===== src/core/inset_regs_pkg.sv =====
/*
 * Constants of the second-level register bank: first-level gateway
 * addresses, second-level register numbers and field positions.
 * Assumes an 8-bit control bus word and an external serial engine.
 */
package inset_regs_pkg;
    localparam int DW = 8;
    localparam int BANK_DEPTH = 64;
    localparam logic [7:0] RST_VAL = 8'h00;
    // first-level gateway registers
    localparam logic [7:0] FL_SELECT = 8'hD9;
    localparam logic [7:0] FL_READ = 8'hDA;
    localparam logic [7:0] FL_WRITE = 8'hDB;
    // second-level register numbers
    localparam logic [7:0] REG_WR_BYTES = 8'h0A;
    localparam logic [7:0] REG_WR_ROW = 8'h0B;
    localparam logic [7:0] REG_WR_COL = 8'h0C;
    localparam logic [7:0] REG_RD_BYTES = 8'h0D;
    localparam logic [7:0] REG_RD_ROW = 8'h0E;
    localparam logic [7:0] REG_RD_COL = 8'h0F;
    localparam logic [7:0] REG_HOST_ROW = 8'h10;
    localparam logic [7:0] REG_HOST_COL = 8'h11;
    localparam logic [7:0] REG_HOST_WDATA = 8'h12;
    localparam logic [7:0] REG_HOST_RDATA = 8'h13;
    localparam logic [7:0] REG_MODE_THREE = 8'h1E;
    localparam logic [7:0] REG_SHARPEN = 8'h2A;
    localparam logic [7:0] REG_BORDER_LUMA = 8'h2B;
    localparam logic [7:0] REG_MODE_ONE = 8'h2C;
    localparam logic [7:0] REG_BORDER_HSTART = 8'h2D;
    localparam logic [7:0] REG_BORDER_VWIDTH = 8'h2E;
    localparam logic [7:0] REG_FRAME_WIDTH = 8'h2F;
    localparam logic [7:0] REG_LOW_BITS = 8'h31;
    localparam logic [7:0] REG_INSET_HS1 = 8'h32;
    localparam logic [7:0] REG_INSET_HS2 = 8'h33;
    localparam logic [7:0] REG_INSET_WIDTH = 8'h34;
    localparam logic [7:0] REG_BORDER_VSTART = 8'h35;
    localparam logic [7:0] REG_BORDER_HEIGHT = 8'h36;
    localparam logic [7:0] REG_FRAME_HEIGHT = 8'h37;
    localparam logic [7:0] REG_MODE_TWO = 8'h39;
    localparam logic [7:0] REG_LUMINANCE = 8'h3A;
    localparam logic [7:0] REG_BLANKING = 8'h3C;
    // field positions
    localparam int FRAME_LOW_LSB = 2;
    localparam int VWIDTH_LOW_LSB = 4;
    localparam int HSTART_LOW_LSB = 6;
    localparam int SHARPEN_LSB = 6;
    localparam int LUMA_MSB = 4;
    localparam int ANALOG_LSB = 5;
    localparam int LUMINANCE_MSB = 5;
    // bit positions shared by the three mode registers
    localparam int BIT0 = 0;
    localparam int BIT1 = 1;
    localparam int BIT2 = 2;
    localparam int BIT3 = 3;
    localparam int BIT4 = 4;
    localparam int BIT5 = 5;
    localparam int BIT6 = 6;
    localparam int BIT7 = 7;
endpackage


===== src/core/inset_picture_second_level_regs.sv =====
/*
 * Second-level configuration bank of an inset-picture processor,
 * reached through three first-level gateway registers, plus the
 * output-data delay stage that the third mode register controls.
 * Assumes a serial bus engine outside that hands over one whole
 * first-level access per strobe, synchronous to clk_sys.
 */
`timescale 1ns/100ps
module inset_picture_second_level_regs (
    input wire logic clk_sys, // 20 MHz device clock
    input wire logic arst_n, // async reset, active low
    input wire logic fl_we, // completed first-level write
    input wire logic fl_re, // first-level read request
    input wire logic [inset_regs_pkg::DW-1:0] fl_addr, // first-level address
    input wire logic [inset_regs_pkg::DW-1:0] fl_wdata, // first-level write data
    output logic [inset_regs_pkg::DW-1:0] fl_rdata, // read-back data
    output logic fl_rvalid, // read-back valid pulse
    input wire logic [inset_regs_pkg::DW-1:0] host_dram_rdata, // word from DRAM
    output logic host_dram_wr_req, // host DRAM write pulse
    output logic host_dram_rd_req, // host DRAM read pulse
    input wire logic output_data_raw, // undelayed output data
    output logic output_data_signal, // output data, maybe delayed
    output logic inset_enable, // inset picture on
    output logic border_is_digital, // digital border
    output logic magnify_enable, // magnification on
    output logic output_chroma_standard, // output chroma standard
    output logic input_chroma_standard, // input chroma standard
    output logic solo_operation, // stand-alone operation
    output logic progressive_scan_enable, // 2H progressive output
    output logic test_mode, // test mode
    output logic dram_organisation_select, // 64K x 4 DRAMs
    output logic external_colour_enable, // external colour on
    output logic vertical_filter_bypass, // bypass vertical filter
    output logic general_port_output, // general output port
    output logic jitter_free_interlace, // full frame store mode
    output logic reduced_size_enable, // reduced size mode
    output logic external_colour_priority, // external colour wins
    output logic sharpening_bypass, // bypass peaking filter
    output logic alternate_field_enable, // alternate fields
    output logic output_delay_enable, // output data delay on
    output logic [1:0] input_sharpening_select, // peaking filter
    output logic [4:0] border_luma, // digital border luma
    output logic [2:0] analog_border_colour, // one bit per colour
    output logic [9:0] border_horizontal_start, // border h start
    output logic [9:0] vertical_border_width, // vertical border
    output logic [9:0] frame_width_in_border, // frame width
    output logic [7:0] inset_hstart_part_one, // inset h start 1
    output logic [7:0] inset_hstart_part_two, // inset h start 2
    output logic [7:0] inset_width, // inset width
    output logic [7:0] border_vertical_start, // border v start
    output logic [7:0] horizontal_border_height, // border height
    output logic [7:0] frame_height, // frame height
    output logic [5:0] inset_luminance_level, // brightness
    output logic [7:0] output_blanking_width, // output blanking
    output logic [7:0] write_bytes_per_line, // write bytes/line
    output logic [7:0] write_row_start, // write row start
    output logic [7:0] write_column_start, // write column start
    output logic [7:0] read_bytes_per_line, // read bytes/line
    output logic [7:0] read_row_start, // read row start
    output logic [7:0] read_column_start, // read column start
    output logic [7:0] host_row_start, // host row start
    output logic [7:0] host_column_start, // host column start
    output logic [7:0] host_dram_write_data // host write word
);
    import inset_regs_pkg::*;

    typedef logic [BANK_DEPTH-1:0][DW-1:0] bank_t;

    typedef struct packed {
        logic [DW-1:0] sel;
        bank_t bank;
        logic [DW-1:0] rdata;
        logic rvalid;
        logic wr_req;
        logic rd_req;
        logic data_s1;
        logic data_out;
    } state_s;

    state_s state_ff;
    state_s nxt_state;

    // registers that exist in the bank; the rest read as zero
    function automatic logic reg_mapped(input logic [DW-1:0] a);
        logic hit;
        hit = 1'b0;
        if (a >= REG_WR_BYTES && a <= REG_HOST_RDATA) begin
            hit = 1'b1;
        end else if (a == REG_MODE_THREE) begin
            hit = 1'b1;
        end else if (a >= REG_SHARPEN && a <= REG_FRAME_WIDTH) begin
            hit = 1'b1;
        end else if (a >= REG_LOW_BITS && a <= REG_FRAME_HEIGHT) begin
            hit = 1'b1;
        end else if (a == REG_MODE_TWO || a == REG_LUMINANCE) begin
            hit = 1'b1;
        end else if (a == REG_BLANKING) begin
            hit = 1'b1;
        end
        return hit;
    endfunction

    function automatic logic [DW-1:0] bank_word(input bank_t b,
                                                input logic [DW-1:0] a);
        return b[a[$clog2(BANK_DEPTH)-1:0]];
    endfunction

    logic commit;
    logic select_wr;
    logic read_req;
    assign commit = fl_we && (fl_addr == FL_WRITE);
    assign select_wr = fl_we && (fl_addr == FL_SELECT);
    assign read_req = fl_re && (fl_addr == FL_READ);

    always_comb begin
        nxt_state = state_ff;
        nxt_state.rvalid = 1'b0;
        nxt_state.wr_req = 1'b0;
        nxt_state.rd_req = 1'b0;
        if (select_wr) begin
            nxt_state.sel = fl_wdata;
            // fetch early so the word is waiting when read back
            nxt_state.rd_req = (fl_wdata == REG_HOST_RDATA);
        end
        // the bank only moves on the strobe that ends a write
        if (commit && reg_mapped(state_ff.sel) &&
                state_ff.sel != REG_HOST_RDATA) begin
            nxt_state.bank[state_ff.sel[$clog2(BANK_DEPTH)-1:0]] = fl_wdata;
            nxt_state.wr_req = (state_ff.sel == REG_HOST_WDATA);
        end
        if (read_req) begin
            nxt_state.rvalid = 1'b1;
            if (state_ff.sel == REG_HOST_RDATA) begin
                nxt_state.rdata = host_dram_rdata;
            end else if (reg_mapped(state_ff.sel)) begin
                nxt_state.rdata = bank_word(state_ff.bank, state_ff.sel);
            end else begin
                nxt_state.rdata = RST_VAL;
            end
        end
        nxt_state.data_s1 = output_data_raw;
        // the delayed path reuses the first stage, so it costs one flop
        if (state_ff.bank[REG_MODE_THREE[5:0]][BIT7]) begin
            nxt_state.data_out = state_ff.data_s1;
        end else begin
            nxt_state.data_out = output_data_raw;
        end
    end

    always_ff @(posedge clk_sys or negedge arst_n) begin
        if (!arst_n) begin
            state_ff <= '0;
        end else begin
            state_ff <= nxt_state;
        end
    end

    // outputs are straight bit selections of the state_ff flops
    logic [DW-1:0] m1;
    logic [DW-1:0] m2;
    logic [DW-1:0] m3;
    logic [DW-1:0] lowb;
    assign m1 = state_ff.bank[REG_MODE_ONE[5:0]];
    assign m2 = state_ff.bank[REG_MODE_TWO[5:0]];
    assign m3 = state_ff.bank[REG_MODE_THREE[5:0]];
    assign lowb = state_ff.bank[REG_LOW_BITS[5:0]];

    assign fl_rdata = state_ff.rdata;
    assign fl_rvalid = state_ff.rvalid;
    assign host_dram_wr_req = state_ff.wr_req;
    assign host_dram_rd_req = state_ff.rd_req;
    assign output_data_signal = state_ff.data_out;

    assign inset_enable = m1[BIT0];
    assign border_is_digital = m1[BIT1];
    assign magnify_enable = m1[BIT2];
    assign output_chroma_standard = m1[BIT3];
    assign input_chroma_standard = m1[BIT4];
    assign solo_operation = m1[BIT5];
    assign progressive_scan_enable = m1[BIT6];
    assign test_mode = m1[BIT7];

    assign dram_organisation_select = m2[BIT0];
    assign external_colour_enable = m2[BIT1];
    assign vertical_filter_bypass = m2[BIT2];
    assign general_port_output = m2[BIT3];
    assign jitter_free_interlace = m2[BIT4];
    assign reduced_size_enable = m2[BIT5];
    assign external_colour_priority = m2[BIT6];
    assign sharpening_bypass = m2[BIT7];

    assign alternate_field_enable = m3[BIT6];
    assign output_delay_enable = m3[BIT7];

    assign input_sharpening_select =
        state_ff.bank[REG_SHARPEN[5:0]][DW-1:SHARPEN_LSB];
    assign border_luma = state_ff.bank[REG_BORDER_LUMA[5:0]][LUMA_MSB:0];
    assign analog_border_colour =
        state_ff.bank[REG_BORDER_LUMA[5:0]][DW-1:ANALOG_LSB];
    assign border_horizontal_start = {state_ff.bank[REG_BORDER_HSTART[5:0]],
        lowb[HSTART_LOW_LSB+1:HSTART_LOW_LSB]};
    assign vertical_border_width = {state_ff.bank[REG_BORDER_VWIDTH[5:0]],
        lowb[VWIDTH_LOW_LSB+1:VWIDTH_LOW_LSB]};
    assign frame_width_in_border = {state_ff.bank[REG_FRAME_WIDTH[5:0]],
        lowb[FRAME_LOW_LSB+1:FRAME_LOW_LSB]};
    assign inset_hstart_part_one = state_ff.bank[REG_INSET_HS1[5:0]];
    assign inset_hstart_part_two = state_ff.bank[REG_INSET_HS2[5:0]];
    assign inset_width = state_ff.bank[REG_INSET_WIDTH[5:0]];
    assign border_vertical_start = state_ff.bank[REG_BORDER_VSTART[5:0]];
    assign horizontal_border_height = state_ff.bank[REG_BORDER_HEIGHT[5:0]];
    assign frame_height = state_ff.bank[REG_FRAME_HEIGHT[5:0]];
    assign inset_luminance_level =
        state_ff.bank[REG_LUMINANCE[5:0]][LUMINANCE_MSB:0];
    assign output_blanking_width = state_ff.bank[REG_BLANKING[5:0]];
    assign write_bytes_per_line = state_ff.bank[REG_WR_BYTES[5:0]];
    assign write_row_start = state_ff.bank[REG_WR_ROW[5:0]];
    assign write_column_start = state_ff.bank[REG_WR_COL[5:0]];
    assign read_bytes_per_line = state_ff.bank[REG_RD_BYTES[5:0]];
    assign read_row_start = state_ff.bank[REG_RD_ROW[5:0]];
    assign read_column_start = state_ff.bank[REG_RD_COL[5:0]];
    assign host_row_start = state_ff.bank[REG_HOST_ROW[5:0]];
    assign host_column_start = state_ff.bank[REG_HOST_COL[5:0]];
    assign host_dram_write_data = state_ff.bank[REG_HOST_WDATA[5:0]];
endmodule


===== config.mk =====
export PLATFORM = sky130hd
export DESIGN_NAME = inset_picture_second_level_regs
export DESIGN_NICKNAME = d
export VERILOG_FILES = /design/src/core/inset_regs_pkg.sv /design/src/core/inset_picture_second_level_regs.sv
export SDC_FILE = /design/constraint.sdc
export NUM_CORES = 1
export LEC_CHECK = 0
export BUFFER_PORTS_ARGS = -buffer_cell sky130_fd_sc_hd__buf_4
export CORE_MARGIN = 10
export CORE_UTILIZATION = 62
export DETAILED_ROUTE_END_ITERATION = 7
export MAX_ROUTING_LAYER = met4
export PLACE_DENSITY = 0.88
export SYNTH_ARGS = -nofsm -noshare
export SYNTH_HDL_FRONTEND = slang
export SYNTH_SLANG_ARGS = --single-unit

===== constraint.sdc =====
create_clock -name clk_sys -period 8.3 [get_ports clk_sys]
set_input_delay 1.245 -clock clk_sys [delete_from_list [all_inputs] [get_ports clk_sys]]
set_output_delay 1.245 -clock clk_sys [all_outputs]
set_load 0.01 [all_outputs]

After elaboration in Yosys (flattened, before gate mapping)
Cells that the tools add are included.
{"block": "word_totals", "reg_bits": 533, "input_bits": 29, "output_inout_bits": 204, "wordCells": 119}
{"block": "op_classes", "n_lt_le_gt_ge": 8, "eq_ne": 11, "n_mux": 19, "reduce_logical": 10}
{"op": "$bwmux W512", "count": 1}
{"op": "$bmux W8 S6", "count": 1}
{"op": "$demux W8 S6", "count": 1}
{"op": "$eq A8 B5 Y1 const B", "count": 4}
{"op": "$mux W8", "count": 4}
{"op": "$eq A8 B6 Y1 const B", "count": 3}
{"op": "$eq A8 B8 Y1 const B", "count": 3}
{"op": "$ge A8 B6 Y1 const B", "count": 2}
{"op": "$le A8 B6 Y1 const B", "count": 2}
{"op": "$mux W1", "count": 12}
{"op": "$logic_and A1 B1 Y1", "count": 9}
{"op": "$ge A8 B4 Y1 const B", "count": 1}
{"op": "$le A8 B5 Y1 const B", "count": 1}
{"op": "$ne A8 B5 Y1 const B", "count": 1}
{"op": "$lt A6 B7 Y1 const B", "count": 1}
{"op": "$ge A6 B1 Y1 const B", "count": 1}
{"op": "$logic_or A1 B1 Y1", "count": 1}

Depth between registers and ports, before layout
{"block": "logic_depth", "depth_word": 11, "depth_mapped": 10, "depth_no_buf": 5}

Worst setup path after synthesis
OpenSTA, ideal clock, no wires.
{"block": "synth_timing", "kind": "input -> register", "startpoint": "in fl_addr[2] in the netlist's numbering", "endpoint": "reg state_ff, in the netlist border_vertical_start[0]", "setup_ns": 0.125, "arrival_time_ns": 3.413, "slack_ns": 4.763, "stages": 7, "n_path_buf": 2, "path_cell_list": "nor4bb_1 nand4_1 or3b_1 buf_4 buf_6 nor4_4 mux2_2"}
{"block": "synth_between", "elab_chain_cells": 4}
{"element": "start: declaration", "line_no": "inset_picture_second_level_regs.sv:14", "rtl": "input wire logic [inset_regs_pkg::DW-1:0] fl_addr,"}
{"element": "$eq A8 B8 Y1", "line_no": "inset_picture_second_level_regs.sv:111", "rtl": "assign commit = fl_we && (fl_addr == FL_WRITE);"}
{"element": "$logic_and A1 B1 Y1", "line_no": "inset_picture_second_level_regs.sv:111"}
{"element": "$logic_and A1 B1 Y1 (2 in series)", "line_no": "inset_picture_second_level_regs.sv:126", "rtl": "if (commit && reg_mapped(state_ff.sel) &&"}
{"element": "end signal: assignment", "line_no": "inset_picture_second_level_regs.sv:154", "rtl": "state_ff <= nxt_state;"}
{"element": "end: declaration", "line_no": "inset_picture_second_level_regs.sv:80", "rtl": "state_s state_ff;"}
Every way passes these cells.
A chain may end at the register's enable or synchronous reset.

Worst setup path after layout
{"block": "layout_timing", "startpoint": "reg state_ff[526] in the netlist's numbering", "endpoint": "reg state_ff, in the netlist inset_width[5]"}
{"block": "layout_between", "elab_chain_cells": 9, "elab_cells_between_ends": 29, "cone_classes": "order compare: 8; eq/ne: 5; mux: 9; reduce/logical: 7"}
{"element": "parallel branches: the longest is 9 deep, another holds $ge A8 B6 Y1"}
Several ways; the timed one is not identified.

==> results.tsv <==
metric	value	unit
worstPathMaxFanout	58	
worstMarginPinSlew	1230	ps
min_period_over_period	0.534	
crit_path_frequent_cell	buf_4	
grt_pass1_wl	76900	um
die_area	39800	sq um
finalPower	4.42	mW
pwr-share-seq	0.486	
viasPerCell	6.33	
p_leak	10.7	nW
synth_top_area_frac	0.547	
powerDensity	206	nW/um^2
final_common_cell	dfrtp_1	
synth_edf_count	0	
rows	65	
final_cell_mix	dfrtp_1, buf_4, mux2_2, mux4_2, clkbuf_16	
cp-startpoint	state_ff[526]	
vias	11100	
hold_viol	0	
rr_worst_depth	7	
fin_crit	4430	ps
cts_tree	built	
overflow	0	
synth_seq_cells	437	
hold_start	state_ff[178]	
routed_wl	51100	um
cp-start-kind	flop	
grtUsageTotal	0.267	
dp_hpwl	33800	um
p_sw	0.969	mW
clk_path_buf_depth	3	
clkLatencyLatePin	560	ps
antenna_found_initial	2	
crit_path_top_delay_cell	nor4_4	
grt_max_degree	194	
port_buffers	232	
setup-violations-final	0	
path_clk_slew	60	ps
critPathKind	reg -> reg	
cp.arrival	4860	ps
synth.distinct_cells	57	
avgSynthCellArea	13.4	sq um
nFillCells	2045	
critPathCaptureType	flop	
tns	0	ps
slew_viol_final	0	
p_sw_frac	0.219	
syn_nets	1521	
ys.flop_type	dfrtp_1	
cts_setup_buffers	0	
cts.sink_count	437	
rsz0062_at_grt	false	
synth_area	20000	sq um
timing.hold.ws	372	ps
grt_pass1_vias	12100	
drt-initial-drc-count	1132	
die_h	200	um
r2r-end	inset_width[5]	
rrSetupSlack	3870	ps
min_delay_path_depth	0	
skew	13.4	ps
pin_count	233	
yosysTopAreaCell	dfrtp_1	
drive_gt1_frac	0.486	
nets	1342	
hold_end	state_ff[178]	
cp_cell_sequence	buf_4 -> nand4bb_1 -> o2111ai_2 -> or3b_2 -> buf_4 -> nor4_4 -> mux2_2	
syn2layout_area_growth	7.16	%
hp-class	reg -> reg	
numCtsBuffers	44	
core	31700	sq um
synthTopCellsByArea	dfrtp_1, mux2_2, mux4_2, buf_4, clkbuf_1	
detail_route.wl_per_cell	29.2	um
maxCapViolCount	0	
max_freq	226	MHz
postRouteAntennaNets	0	
status	finished clean	
syn-instance-count	1492	
dr.pass1.iters	5	
r2r-start	state_ff[526]	
clockRootBuffer	clkbuf_16	
start_util	0.631	
synth_seq_area_share	0.547	
clockPowerShare	0.476	
slowest_delay	970	ps
holdBufCountCts	0	
yosysWarnings	0	
cts_resized	0	
place_congestion	0.923	
die_w	200	um
p_int	3.45	mW
drc_errors	0	
cp_data_required_time	8740	ps
slew-limit-headroom	0.178	
largest_reg_flops	225	
largest_register	state_ff	
async_flop_share	1.00	
htree_levels	2	
vdd_ir_drop_max	0.177	mV
combinationalPowerShare	0.039	
==> worst max-delay path: cells and delay by family (launching register included) <==
family,cells,cell delay [ps]
buffers and inverters,2,1130
multiplexers,1,430
AND/OR/NAND/NOR,3,1670
flip-flops,1,830
AO/OA/AOI/OAI,1,210
==> worst max path at each step <==
| stage | to | slack [ps] | cells past startpoint |
|---|---|---|---|
| 2_1_floorplan | border_vertical_start[0] | 4760 | 7 |
| 3_3_place_gp | fl_rdata[3] | 3720 | 6 |
| 3_5_place_dp | read_column_start[1] | 3900 | 7 |
| 4_1_cts | read_column_start[2] | 3950 | 7 |
| 5_1_grt | inset_width[5] | 3790 | 7 |
| 6_report | inset_width[5] | 3870 | 7 |
==> cells in the mapped netlist (2+ instances only) <==
master      n
nor2_1     15
clkbuf_1  247
or3b_2      3
o21ai_0    11
a21oi_1    19
mux2i_1    28
nand3_1     4
nand2_1    21
buf_6       2
and2_1      2
nor4_4     24
a22oi_1    25
nor4_1      2
o221ai_1    4
or3_1       3
o22ai_1    20
o31ai_1     4
a221o_1     4
buf_2      17
clkbuf_2    2
nand4_1     5
a221oi_1    7
mux2_1     14
inv_1       5
dfrtp_1   437
nor2b_1     5
mux4_2     74
buf_1      19
or4b_2      2
o211ai_1   11
nor3_1     10
nor3b_1     4
nand4b_1    3
mux2_2    225
buf_4     184
and3b_1     4
nand3b_1    6
==> routing by layer <==
metal | track usage | up-vias | share of wire
met5 | - | - | 0
li1 | - | 4587 | -
met3 | 0.0841 | 111 | 0.10
met2 | 0.404 | 614 | 0.48
met4 | 0.103 | 0 | 0.034
met1 | 0.332 | 5768 | 0.38
==> cells by family (layout without fill, tap and decap cells) <==
logic type | after synthesis | after routing | share of synthesized area
muxes | 341 | 341 | 0.232
adders and majority gates | 1 | 1 | 0.000563
DFF | 437 | 437 | 0.547
other | 0 | 1 | 0
AOI/OAI and AO/OA | 116 | 116 | 0.0406
and+or+nand+nor | 121 | 121 | 0.0545
buffers and inverters | 476 | 331 | 0.126
==> per-stage QoR <==
step	utilization	area (sq um)	std cells	setup WS (ps)
after detailed placement	0.627	19900	1669	3900
after floorplan	-	20000	1492	4760
final	0.676	21400	1750	3870
after global placement	0.627	19900	1668	3720
after global routing	0.676	21400	1750	3790
after CTS	0.676	21400	1749	3950
==> area by class of cell <==
cell class                      instances  area [sq um]  share of cell area
Clock buffer                           67          1340              0.0625
Sequential cell                       437         10900               0.511
Timing Repair Buffer                  246          1860              0.0870
Antenna cell                            1          2.50            0.000117
Tap cell                              402           503              0.0235
Inverter                                5          18.8            0.000876
Clock inverter                         13           210             0.00981
Multi-Input combinational cell        579          6550               0.306
==> power by group through the flow <==
stage | Sequential [mW] | Clock (mW) | Combinational [mW]
2_1_floorplan | 2.17 | 0 | 0.0905
3_3_place_gp | 2.19 | 0 | 0.165
3_5_place_dp | 2.19 | 0 | 0.168
4_1_cts | 2.15 | 2.12 | 0.170
5_1_grt | 2.15 | 2.22 | 0.183
6_report | 2.15 | 2.10 | 0.170
(Power assumes the default switching activity.)
